**config.mk**
```make
export PLATFORM = sky130hd
export DESIGN_NAME = dpts_sequencer
export DESIGN_NICKNAME = d
export VERILOG_FILES = /design/src/hdl/dpts_pkg.sv /design/src/hdl/dpts_tone_filter.sv /design/src/hdl/dpts_sequencer.sv
export SDC_FILE = /design/constraint.sdc
export NUM_CORES = 1
export LEC_CHECK = 0
export BUFFER_PORTS_ARGS = -buffer_cell sky130_fd_sc_hd__buf_2
export CAP_MARGIN = 15
export CORE_UTILIZATION = 39
export CTS_CLUSTER_DIAMETER = 100
export DETAILED_ROUTE_END_ITERATION = 16
export PLACE_DENSITY = 0.66
export SKIP_LAST_GASP = 1
export SLEW_MARGIN = 20
export SYNTH_ARGS = -nofsm -noshare
export SYNTH_HDL_FRONTEND = slang
export SYNTH_HIERARCHICAL = 1
export SYNTH_SLANG_ARGS = --single-unit
```
**constraint.sdc**
```tcl
create_clock -name i_clk -period 6.92 [get_ports i_clk]
set_input_delay 0.692 -clock i_clk [delete_from_list [all_inputs] [get_ports i_clk]]
set_output_delay 0.692 -clock i_clk [all_outputs]
set_load 0.02 [all_outputs]
```
**src/hdl/dpts_pkg.sv**
```systemverilog
package dpts_pkg;

  // ==========================================================
  // clock and time base
  // ==========================================================
  localparam int CLK_HZ = 125_000_000;
  localparam int CYC_PER_MS = CLK_HZ / 1000;
  localparam int MSW = 15;

  // times in milliseconds, figures as printed
  localparam logic [MSW-1:0] PAUSE_UNIT_MS = 15'd3500;
  localparam logic [MSW-1:0] EXTRA_WAIT_MS = 15'd3500;
  localparam logic [MSW-1:0] RID_LONG_MS = 15'd2000;
  localparam logic [MSW-1:0] RID_SHORT_MS = 15'd1000;
  localparam logic [MSW-1:0] GAP_SHORT_MS = 15'd30;
  localparam logic [MSW-1:0] GAP_LONG_MS = 15'd50;

  // ==========================================================
  // register map
  // ==========================================================
  localparam logic [7:0] OFS_PAUSE_SW = 8'h00;
  localparam logic [7:0] OFS_BUSY_SW = 8'h04;
  localparam logic [7:0] OFS_TIMING_SW = 8'h08;
  localparam logic [7:0] OFS_CTRL = 8'h0c;
  localparam logic [7:0] OFS_STATUS = 8'h10;
  localparam logic [7:0] RST_PAUSE_SW = 8'h00;
  localparam logic [7:0] RST_BUSY_SW = 8'h00;
  localparam logic [7:0] RST_TIMING_SW = 8'h00;
  localparam logic [7:0] RST_CTRL = 8'h00;
  localparam logic [1:0] RESP_OKAY = 2'h0;
  localparam logic [1:0] RESP_SLVERR = 2'h2;

  // field positions
  localparam int PS_CODE_LSB = 0;
  localparam int PS_QUAL_LSB = 3;
  localparam int PS_TWICE = 6;
  localparam int PS_GAP50 = 7;
  localparam int BS_RID_1S = 3;
  localparam int BS_SEL5 = 4;
  localparam int BS_SEL6 = 5;
  localparam int BS_RX_OFF = 6;
  localparam int TS_TOUT_LSB = 3;
  localparam int CT_PULSE = 0;
  localparam int CT_HOOKUP = 1;
  localparam int CT_AUTO_RX = 2;
  localparam int CT_AUTO_TX = 3;
  localparam int CT_START = 6;
  localparam int CT_END = 7;

  // pause field codes
  localparam logic [2:0] PC_NONE = 3'h0;
  localparam logic [2:0] PC_LAST_TIMED = 3'h4;
  localparam logic [2:0] PC_TONE = 3'h5;
  localparam logic [2:0] PC_TONE_DP = 3'h6;

  typedef enum logic [2:0] {
    S_IDLE = 3'b000,
    S_READY = 3'b001,
    S_WAIT = 3'b010,
    S_TONE = 3'b011,
    S_EXTRA = 3'b100,
    S_DOWN = 3'b101
  } dpts_state_t;

  typedef struct packed {
    logic [2:0] pause_code;
    logic [2:0] qual_code;
    logic twice;
    logic gap50;
    logic rid_1s;
    logic sel5;
    logic sel6;
    logic rx_off;
    logic [1:0] tout_code;
    logic pulse;
    logic hookup;
    logic auto_rx;
    logic auto_tx;
  } dpts_snap_t;

  function automatic logic [MSW-1:0] dpts_qual_ms(input logic [2:0] code);
    case (code)
      3'h0: dpts_qual_ms = 15'd50;
      3'h1: dpts_qual_ms = 15'd210;
      3'h2: dpts_qual_ms = 15'd500;
      3'h3: dpts_qual_ms = 15'd800;
      3'h4: dpts_qual_ms = 15'd900;
      3'h5: dpts_qual_ms = 15'd1500;
      3'h6: dpts_qual_ms = 15'd2000;
      default: dpts_qual_ms = 15'd2500;
    endcase
  endfunction

  function automatic logic [MSW-1:0] dpts_tout_ms(input logic [1:0] code);
    case (code)
      2'h0: dpts_tout_ms = 15'd10000;
      2'h1: dpts_tout_ms = 15'd20000;
      2'h2: dpts_tout_ms = 15'd15000;
      default: dpts_tout_ms = 15'd30000;
    endcase
  endfunction

endpackage

```
**src/hdl/dpts_tone_filter.sv**
```systemverilog
`timescale 1ns/10ps
module dpts_tone_filter
  import dpts_pkg::*;
(
  input wire logic i_clk,
  input wire logic i_reset,
  input wire logic i_pin,
  input wire logic i_ms_tick,
  input wire logic [MSW-1:0] i_gap_ms,
  output logic o_level
);

  // ==========================================================
  // three-stage synchroniser, change taken once stages 2 and 3 agree
  // ==========================================================
  logic s1, s2, s3, raw, next_raw, level, next_level;
  logic [MSW-1:0] gap, next_gap;

  always_comb
  begin
    next_raw = (s2 == s3) ? s3 : raw;
    next_level = level;
    next_gap = gap;
    if (raw)
    begin
      next_level = 1'b1;
      next_gap = '0;
    end
    else if (level && i_ms_tick)
    begin
      // a gap no longer than the threshold is still tone
      if (gap >= i_gap_ms)
        next_level = 1'b0;
      else
        next_gap = gap + 15'd1;
    end
  end

  always_ff @(posedge i_clk)
  begin
    if (i_reset)
    begin
      s1 <= 1'b0;
      s2 <= 1'b0;
      s3 <= 1'b0;
      raw <= 1'b0;
      level <= 1'b0;
      gap <= '0;
    end
    else
    begin
      s1 <= i_pin;
      s2 <= s1;
      s3 <= s2;
      raw <= next_raw;
      level <= next_level;
      gap <= next_gap;
    end
  end

  assign o_level = level;

endmodule

```
**src/hdl/dpts_sequencer.sv**
```systemverilog
// Local design decisions: the address map and the AXI4-Lite interface to the registers.
`timescale 1ns/10ps
module dpts_sequencer
  import dpts_pkg::*;
#(
  parameter int CYC_MS = CYC_PER_MS
)
(
  input wire logic i_clk,
  input wire logic i_reset,
  input wire logic [7:0] s_axi_awaddr,
  input wire logic s_axi_awvalid,
  output logic s_axi_awready,
  input wire logic [31:0] s_axi_wdata,
  input wire logic [3:0] s_axi_wstrb,
  input wire logic s_axi_wvalid,
  output logic s_axi_wready,
  output logic [1:0] s_axi_bresp,
  output logic s_axi_bvalid,
  input wire logic s_axi_bready,
  input wire logic [7:0] s_axi_araddr,
  input wire logic s_axi_arvalid,
  output logic s_axi_arready,
  output logic [31:0] s_axi_rdata,
  output logic [1:0] s_axi_rresp,
  output logic s_axi_rvalid,
  input wire logic s_axi_rready,
  input wire logic i_pause_key,
  input wire logic i_digit_dialed,
  input wire logic i_remote_digit,
  input wire logic i_tone_pin,
  input wire logic i_busy_pin,
  output logic o_line_connect,
  output logic o_dial_hold,
  output logic o_remote_id_ok
);

  // ==========================================================
  // register bus
  // ==========================================================
  logic [7:0] pause_and_second_tone_switch, first_tone_busy_switch, dial_tone_timing_switch, ctrl;
  logic [7:0] next_psw, next_bsw, next_tsw, next_ctrl;
  logic awready, next_awready, arready, next_arready, bvalid, next_bvalid, rvalid, next_rvalid;
  logic [1:0] bresp, next_bresp, rresp, next_rresp;
  logic [31:0] rdata, next_rdata;
  logic call_go, next_call_go, call_stop, next_call_stop;
  logic wr_fire;
  logic [31:0] status;

  dpts_state_t state, next_state;
  dpts_snap_t snap, next_snap;

  assign wr_fire = awready && s_axi_awvalid && s_axi_wvalid;

  always_comb
  begin
    next_awready = s_axi_awvalid && s_axi_wvalid && !awready && !bvalid;
    next_arready = s_axi_arvalid && !arready && !rvalid;
    next_bvalid = bvalid && !s_axi_bready;
    next_bresp = bresp;
    next_rvalid = rvalid && !s_axi_rready;
    next_rresp = rresp;
    next_rdata = rdata;
    next_psw = pause_and_second_tone_switch;
    next_bsw = first_tone_busy_switch;
    next_tsw = dial_tone_timing_switch;
    next_ctrl = ctrl;
    next_call_go = 1'b0;
    next_call_stop = 1'b0;
    if (wr_fire)
    begin
      next_bvalid = 1'b1;
      next_bresp = RESP_OKAY;
      if (s_axi_awaddr == OFS_PAUSE_SW)
      begin
        if (s_axi_wstrb[0])
          next_psw = s_axi_wdata[7:0];
      end
      else if (s_axi_awaddr == OFS_BUSY_SW)
      begin
        if (s_axi_wstrb[0])
          next_bsw = s_axi_wdata[7:0];
      end
      else if (s_axi_awaddr == OFS_TIMING_SW)
      begin
        if (s_axi_wstrb[0])
          next_tsw = s_axi_wdata[7:0];
      end
      else if (s_axi_awaddr == OFS_CTRL)
      begin
        if (s_axi_wstrb[0])
        begin
          next_ctrl = {2'h0, s_axi_wdata[5:0]};
          next_call_go = s_axi_wdata[CT_START];
          next_call_stop = s_axi_wdata[CT_END];
        end
      end
      else if (s_axi_awaddr != OFS_STATUS)
        next_bresp = RESP_SLVERR;
    end
    if (arready && s_axi_arvalid)
    begin
      next_rvalid = 1'b1;
      next_rresp = RESP_OKAY;
      if (s_axi_araddr == OFS_PAUSE_SW)
        next_rdata = {24'h00_0000, pause_and_second_tone_switch};
      else if (s_axi_araddr == OFS_BUSY_SW)
        next_rdata = {24'h00_0000, first_tone_busy_switch};
      else if (s_axi_araddr == OFS_TIMING_SW)
        next_rdata = {24'h00_0000, dial_tone_timing_switch};
      else if (s_axi_araddr == OFS_CTRL)
        next_rdata = {24'h00_0000, ctrl};
      else if (s_axi_araddr == OFS_STATUS)
        next_rdata = status;
      else
      begin
        next_rdata = 32'h0000_0000;
        next_rresp = RESP_SLVERR;
      end
    end
  end

  always_ff @(posedge i_clk)
  begin
    if (i_reset)
    begin
      awready <= 1'b0;
      arready <= 1'b0;
      bvalid <= 1'b0;
      bresp <= RESP_OKAY;
      rvalid <= 1'b0;
      rresp <= RESP_OKAY;
      rdata <= 32'h0000_0000;
      pause_and_second_tone_switch <= RST_PAUSE_SW;
      first_tone_busy_switch <= RST_BUSY_SW;
      dial_tone_timing_switch <= RST_TIMING_SW;
      ctrl <= RST_CTRL;
      call_go <= 1'b0;
      call_stop <= 1'b0;
    end
    else
    begin
      awready <= next_awready;
      arready <= next_arready;
      bvalid <= next_bvalid;
      bresp <= next_bresp;
      rvalid <= next_rvalid;
      rresp <= next_rresp;
      rdata <= next_rdata;
      pause_and_second_tone_switch <= next_psw;
      first_tone_busy_switch <= next_bsw;
      dial_tone_timing_switch <= next_tsw;
      ctrl <= next_ctrl;
      call_go <= next_call_go;
      call_stop <= next_call_stop;
    end
  end

  assign s_axi_awready = awready;
  assign s_axi_wready = awready;
  assign s_axi_bvalid = bvalid;
  assign s_axi_bresp = bresp;
  assign s_axi_arready = arready;
  assign s_axi_rvalid = rvalid;
  assign s_axi_rresp = rresp;
  assign s_axi_rdata = rdata;

  // ==========================================================
  // line tone detectors
  // ==========================================================
  logic ms_tick, next_ms_tick, tone, busy;
  logic [16:0] pre, next_pre;

  dpts_tone_filter u_tone (
    .i_clk(i_clk),
    .i_reset(i_reset),
    .i_pin(i_tone_pin),
    .i_ms_tick(ms_tick),
    .i_gap_ms(snap.gap50 ? GAP_LONG_MS : GAP_SHORT_MS),
    .o_level(tone)
  );

  dpts_tone_filter u_busy (
    .i_clk(i_clk),
    .i_reset(i_reset),
    .i_pin(i_busy_pin),
    .i_ms_tick(ms_tick),
    .i_gap_ms(15'd0),
    .o_level(busy)
  );

  // ==========================================================
  // call sequencer
  // ==========================================================
  logic [3:0] pending, next_pending;
  logic [2:0] units, next_units;
  logic [MSW-1:0] tmr, next_tmr, qual, next_qual, tout, next_tout, rid_tmr, next_rid_tmr;
  logic hits, next_hits, need_drop, next_need_drop, after_dial, next_after_dial;
  logic line, next_line, hold, next_hold, rid_armed, next_rid_armed, rid_ok, next_rid_ok;
  logic [MSW-1:0] rid_limit;
  logic busy_hit, tone_mode, in_call;

  assign rid_limit = snap.rid_1s ? RID_SHORT_MS : RID_LONG_MS;
  assign in_call = (state != S_IDLE) && (state != S_DOWN);
  // busy selectors: six low ignores, five low restricts to after dialing
  assign busy_hit = busy && ((snap.auto_tx && snap.sel6 && (after_dial || snap.sel5))
    || (snap.auto_rx && !snap.rx_off));
  // code 110 waits for tone only with pulse dialing, 101 and 111 always
  assign tone_mode = (snap.pause_code == PC_TONE) || (snap.pause_code > PC_TONE &&
    (snap.pause_code != PC_TONE_DP || snap.pulse));
  assign status = {20'h0_0000, state, hits, rid_armed, pending, after_dial, hold, line};

  always_comb
  begin
    next_pre = (pre == 17'(CYC_MS - 1)) ? 17'h0_0000 : pre + 17'h0_0001;
    next_ms_tick = (pre == 17'(CYC_MS - 1));
    next_state = state;
    next_snap = snap;
    next_pending = pending;
    next_units = units;
    next_tmr = tmr;
    next_qual = qual;
    next_tout = tout;
    next_hits = hits;
    next_need_drop = need_drop;
    next_after_dial = after_dial || (in_call && i_digit_dialed);
    next_rid_armed = rid_armed;
    next_rid_tmr = rid_tmr;
    next_rid_ok = 1'b0;
    if (rid_armed && ms_tick)
    begin
      if (rid_tmr > rid_limit)
        next_rid_armed = 1'b0;
      else
        next_rid_tmr = rid_tmr + 15'd1;
    end
    if (in_call && i_remote_digit)
    begin
      if (rid_armed && rid_tmr <= rid_limit)
      begin
        next_rid_ok = 1'b1;
        next_rid_armed = 1'b0;
      end
      else
      begin
        next_rid_armed = 1'b1;
        next_rid_tmr = '0;
      end
    end
    case (state)
      S_IDLE:
      begin
        if (call_go)
        begin
          // settings are captured once here and left alone until release
          // fields picked one by one: the struct order is not the bit order of the switches
          next_snap = {pause_and_second_tone_switch[PS_CODE_LSB+2:PS_CODE_LSB],
            pause_and_second_tone_switch[PS_QUAL_LSB+2:PS_QUAL_LSB], pause_and_second_tone_switch[PS_TWICE],
            pause_and_second_tone_switch[PS_GAP50], first_tone_busy_switch[BS_RID_1S],
            first_tone_busy_switch[BS_SEL5], first_tone_busy_switch[BS_SEL6], first_tone_busy_switch[BS_RX_OFF],
            dial_tone_timing_switch[TS_TOUT_LSB+1:TS_TOUT_LSB], ctrl[CT_PULSE], ctrl[CT_HOOKUP],
            ctrl[CT_AUTO_RX], ctrl[CT_AUTO_TX]};
          next_state = S_READY;
          next_after_dial = 1'b0;
          next_pending = 4'h0;
          next_rid_armed = 1'b0;
        end
      end
      S_READY:
      begin
        if (i_pause_key && snap.pause_code != PC_NONE)
        begin
          next_tmr = '0;
          if (snap.pause_code <= PC_LAST_TIMED)
          begin
            next_state = S_WAIT;
            next_units = snap.pause_code;
            next_pending = 4'h1;
          end
          else if (tone_mode)
          begin
            next_state = S_TONE;
            next_tout = '0;
            next_qual = '0;
            next_hits = 1'b0;
            next_need_drop = 1'b0;
          end
          else
            next_state = S_EXTRA;
        end
      end
      S_WAIT:
      begin
        if (i_pause_key && pending != 4'hf)
          next_pending = pending + 4'h1;
        if (ms_tick)
        begin
          next_tmr = tmr + 15'd1;
          if (tmr == PAUSE_UNIT_MS - 15'd1)
          begin
            next_tmr = '0;
            if (units != 3'h1)
              next_units = units - 3'h1;
            else if (next_pending != 4'h1)
            begin
              next_units = snap.pause_code;
              next_pending = next_pending - 4'h1;
            end
            else
            begin
              next_pending = 4'h0;
              next_state = S_READY;
            end
          end
        end
      end
      S_TONE:
      begin
        if (!tone)
        begin
          next_qual = '0;
          next_need_drop = 1'b0;
        end
        if (ms_tick)
        begin
          next_tout = tout + 15'd1;
          if (tone && !need_drop)
          begin
            next_qual = qual + 15'd1;
            // duration field is read only in the tone codes
            if (qual + 15'd1 >= dpts_qual_ms(snap.qual_code))
            begin
              next_qual = '0;
              if (hits || !snap.twice)
              begin
                next_tmr = '0;
                next_state = (snap.pause_code == PC_TONE) ? S_READY : S_EXTRA;
              end
              else
              begin
                next_hits = 1'b1;
                next_need_drop = 1'b1;
              end
            end
          end
          if (tout + 15'd1 >= dpts_tout_ms(snap.tout_code) && next_state == S_TONE)
            next_state = snap.hookup ? S_READY : S_DOWN;
        end
      end
      S_EXTRA:
      begin
        if (ms_tick)
        begin
          next_tmr = tmr + 15'd1;
          if (tmr == EXTRA_WAIT_MS - 15'd1)
            next_state = S_READY;
        end
      end
      default:
      begin
        next_state = S_DOWN;
      end
    endcase
    if (in_call && busy_hit)
      next_state = S_DOWN;
    if (call_stop)
      next_state = S_IDLE;
    next_line = (next_state != S_IDLE) && (next_state != S_DOWN);
    next_hold = (next_state == S_WAIT) || (next_state == S_TONE) || (next_state == S_EXTRA);
  end

  always_ff @(posedge i_clk)
  begin
    if (i_reset)
    begin
      pre <= 17'h0_0000;
      ms_tick <= 1'b0;
      state <= S_IDLE;
      snap <= '0;
      pending <= 4'h0;
      units <= 3'h0;
      tmr <= '0;
      qual <= '0;
      tout <= '0;
      hits <= 1'b0;
      need_drop <= 1'b0;
      after_dial <= 1'b0;
      rid_armed <= 1'b0;
      rid_tmr <= '0;
      rid_ok <= 1'b0;
      line <= 1'b0;
      hold <= 1'b0;
    end
    else
    begin
      pre <= next_pre;
      ms_tick <= next_ms_tick;
      state <= next_state;
      snap <= next_snap;
      pending <= next_pending;
      units <= next_units;
      tmr <= next_tmr;
      qual <= next_qual;
      tout <= next_tout;
      hits <= next_hits;
      need_drop <= next_need_drop;
      after_dial <= next_after_dial;
      rid_armed <= next_rid_armed;
      rid_tmr <= next_rid_tmr;
      rid_ok <= next_rid_ok;
      line <= next_line;
      hold <= next_hold;
    end
  end

  assign o_line_connect = line;
  assign o_dial_hold = hold;
  assign o_remote_id_ok = rid_ok;
endmodule

```
==> key figures <==
Floorplanning
  – Die Wd: 173 um
  – Initial core utilization: 0.397
  – Core Rows: 62
  – I/O pin total: 108
  – Area of the core: 28,700 sq um
  – Die area: 29,900 sq um
  – Chip height: 173 um

Power and ir drop
  – Switching Fraction: 0.229
  – Gate power share: 0.038
  – Sequential share of power: 0.480
  – Leak: 5.04 nW
  – P_sw: 564 uW
  – Peak supply drop: 0.162 mV
  – Int Pwr: 1.89 mW
  – Design Power: 2.46 mW
  – Clk pwr share: 0.483
  – Power Density: 194 nW/um^2

Timing
  – FMAX: 252 MHz
  – Final hold vios: 0
  – Setup TNS: 0 ns
  – RSZ-0062 raised after global routing: false
  – Fin worst setup slack: 2.95 ns
  – Worst Hold Slack: 0.392 ns
  – Final period util: 0.574
  – Clock skew: 0.0199 ns
  – Worst-Margin Slew: 1.04 ns
  – Min Tclk post-route: 3.97 ns
  – Relative slew slack: 0.310
  – Slew Viols, Final: 0
  – Setup-failing EPs final: 0

Final layout
  – Finished Cell Area: 12,700 sq um
  – Share of cells above drive strength 1: 0.102
  – Fillers: 2,882
  – ANT cells: 0
  – Nets: 1,585
  – Finished Core Util: 0.442
  – Reg area: 4060 sq um
  – Footprint of the multi-input gates: 6810 sq um
  – Non-filler cells, final: 1,848
  – Area Overhead vs Synth: 11.3%

Synthesis
  – #FFs+latches synth: 203
  – Gate Count Post-Synth: 1,397
  – Most frequent cells after synthesis: 203 x dfxtp_1, 166 x nor2_1, 128 x nand2_1, 113 x a21oi_1
  – Post-synth EDFFs: 0
  – Ys async rst share: 0
  – Post-Synth Simple-Gate Area: 0.251
  – Post-synth top area share: 0.356
  – Post-Syn Area: 11,400 sq um
  – Avg Inst Size Synth: 8.17 sq um
  – Mux cell area share after synthesis: 0.0358
  – Compound-gate portion of the synthesized area: 0.171
  – Warning count from the yosys run: 6
  – Synth Area in Adders: 0.0798
  – Leading area contributor after synthesis: dfxtp_1
  – Most area-consuming cells after synthesis: dfxtp_1 36%, ha_1 7.9%, nor2_1 5.5%
  – Largest family of logic cells by synthesized area: simple AND/OR/NAND/NOR gates
  – Top-count cell post-synth: dfxtp_1
  – Dominant synthesized flop cell: dfxtp_1
  – Library cells used by synthesis: 81
  – Sequential area share after synthesis: 0.356
  – XOR/XNOR Fraction of Synth Area: 0.0438

GRT
  – First-pass GRT wire length: 42,600 um
  – Met3 Track Usage GR: 0.0215
  – Largest net degree at the start of global routing: 97
  – GR Util met1: 0.215
  – Gr usage total: 0.165
  – GRT busiest layer: met2
  – Vias in the first global route: 9,043
  – Initial antenna violation count: 0
  – Met2 Use GR: 0.287
  – Global route overflow: 0

CTS
  – Post-CTS setup buffers: 0
  – Hold buffers post-CTS: 0
  – CTS Buf Count: 23
  – CTS Root Cell: clkbuf_16
  – Sink Count: 203
  – Clk_lat worst skew: 0.52 ns
  – CTS tree: yes
  – Clk buf depth: 3
  – H-tree levels: 1
  – Post-CTS sizing: 0
  – Clk slew on worst S/H paths: 0.06 ns

Worst setup path
  – Critical Path AT: 4.41 ns
  – Critical Path Max Stage Delay: 0.56 ns
  – Crit path capture type: flop
  – Req. time, crit path: 7.36 ns
  – Slowest CP cell: a2111oi_4
  – Startpoint types: flop
  – Peak fanout along the critical path: 13
  – Worst Reg-to-Reg Cells: 13
  – Cell chain of the critical path: ha_1, nand4_2, or3_2, xnor2_1, ha_1, nand3_1, nor2_1, o2111a_1, a2111oi_4, nand2_2, a211oi_1, a211oi_2, a211oi_2
  – Flop2flop setup slack: 2.95 ns
  – Crit path kind: flop to flop

Drt
  – Total wire length: 25,100 um
  – Via density: 5.25
  – 1st-iter DRT viols: 550
  – Avg WL per Cell: 13.6 um
  – Vias: 9,705
  – Drt pass-1 iters: 5
  – Post-DRT Antenna Nets: 0
  – DRC viols: 0

Run
  – Max-cap violations: 0

Place
  – Placed Cells: 1,808
  – Post-Place Worst Slack: 3.01 ns
  – DP Area: 12,000 sq um
  – DPL Wire Length: 17,900 um
  – Final GP Congestion: 0.836
  – PortBufs: 58

Worst hold path
  – Worst Hold Depth: 2
  – Worst Hold Class: input port to flop

Run status
  – Status: finished, final reports clean
[cell type report]
cell class	count	area share
Clock buffer	30	0.0506
Clock inverter	10	0.00710
Inverter	72	0.0213
Multi-Input combinational cell	1085	0.536
Sequential cell	203	0.320
Tap cell	384	0.0378
Timing Repair Buffer	64	0.0266
[layout by cell type (no fill, tap or decap), types with 12 or more instances in the layout]
cell type	synthesis	final
inv_1	72	72
nand4_1	21	21
ha_1	72	72
o31ai_1	18	18
nand2b_1	14	14
nor3_1	28	28
and3_1	27	27
buf_2	4	57
a31oi_1	12	12
nor2_1	166	166
xor2_1	27	27
conb_1	2	49
a22oi_1	18	18
or3_1	22	22
mux2i_1	34	34
xnor2_1	30	30
nor2b_1	15	15
a21oi_1	113	113
o21ai_0	59	59
dfxtp_1	203	203
clkbuf_16	0	23
or4_1	22	22
nand2_1	128	128
nand3_1	68	68
[critical path, delay by kind of cell, from the launching register on]
family | cells | cell delay, ns
AO/OA/AOI/OAI | 5 | 1.45
AND/OR/NAND/NOR | 5 | 1.22
adder cells (fa/ha/maj) | 2 | 0.63
flip-flops | 1 | 0.44
XOR/XNOR | 1 | 0.15
[worst paths after layout]
path	endpoint	from
worst max-delay path	o_line_connect$_SDFF_PP0_	qual[0]$_SDFFE_PP0P_
worst min-delay path	u_tone/s1$_SDFF_PP0_	i_tone_pin
worst max register to register	o_line_connect$_SDFF_PP0_	qual[0]$_SDFFE_PP0P_
worst min register to register	rid_tmr[12]$_SDFF_PP0_	rid_tmr[12]$_SDFF_PP0_
[logic make-up after synthesis]
logic type,after synthesis
simple gates,569
compound gates,297
flops,203
buf+inv,156
fa+ha+maj,73
xor+xnor,57
mux,40
other cells,2
[power groups by stage]
stage,logic (mW),registers (mW),clock network [mW]
4_1_cts,0.0920,1.18,1.22
5_1_grt,0.103,1.18,1.26
3_3_place_gp,0.0904,1.20,0
3_5_place_dp,0.0917,1.20,0
6_report,0.0924,1.18,1.19
2_1_floorplan,0.0681,1.21,0
[sequential cells by signal, summed over array words and instances (netlist names), 3 cells and up]
signal and cells:
ctrl 6, dial_tone_timing_switch 8, first_tone_busy_switch 8, pause_and_second_tone_switch 8, pending 4, pre 17
qual 15, rid_tmr 15, s_axi_rdata 12, snap 18, state 3, tmr 15
tout 15, u_busy/gap 15, u_tone/gap 15, units 3
[layer usage]
metal | vias to the layer above | wire [um]
li1 | 4984 | -
met1 | 4548 | 12000
met2 | 148 | 11800
met3 | 25 | 837
met4 | 0 | 410
met5 | - | 0
Note: power is estimated with default switching activity, not from simulation.
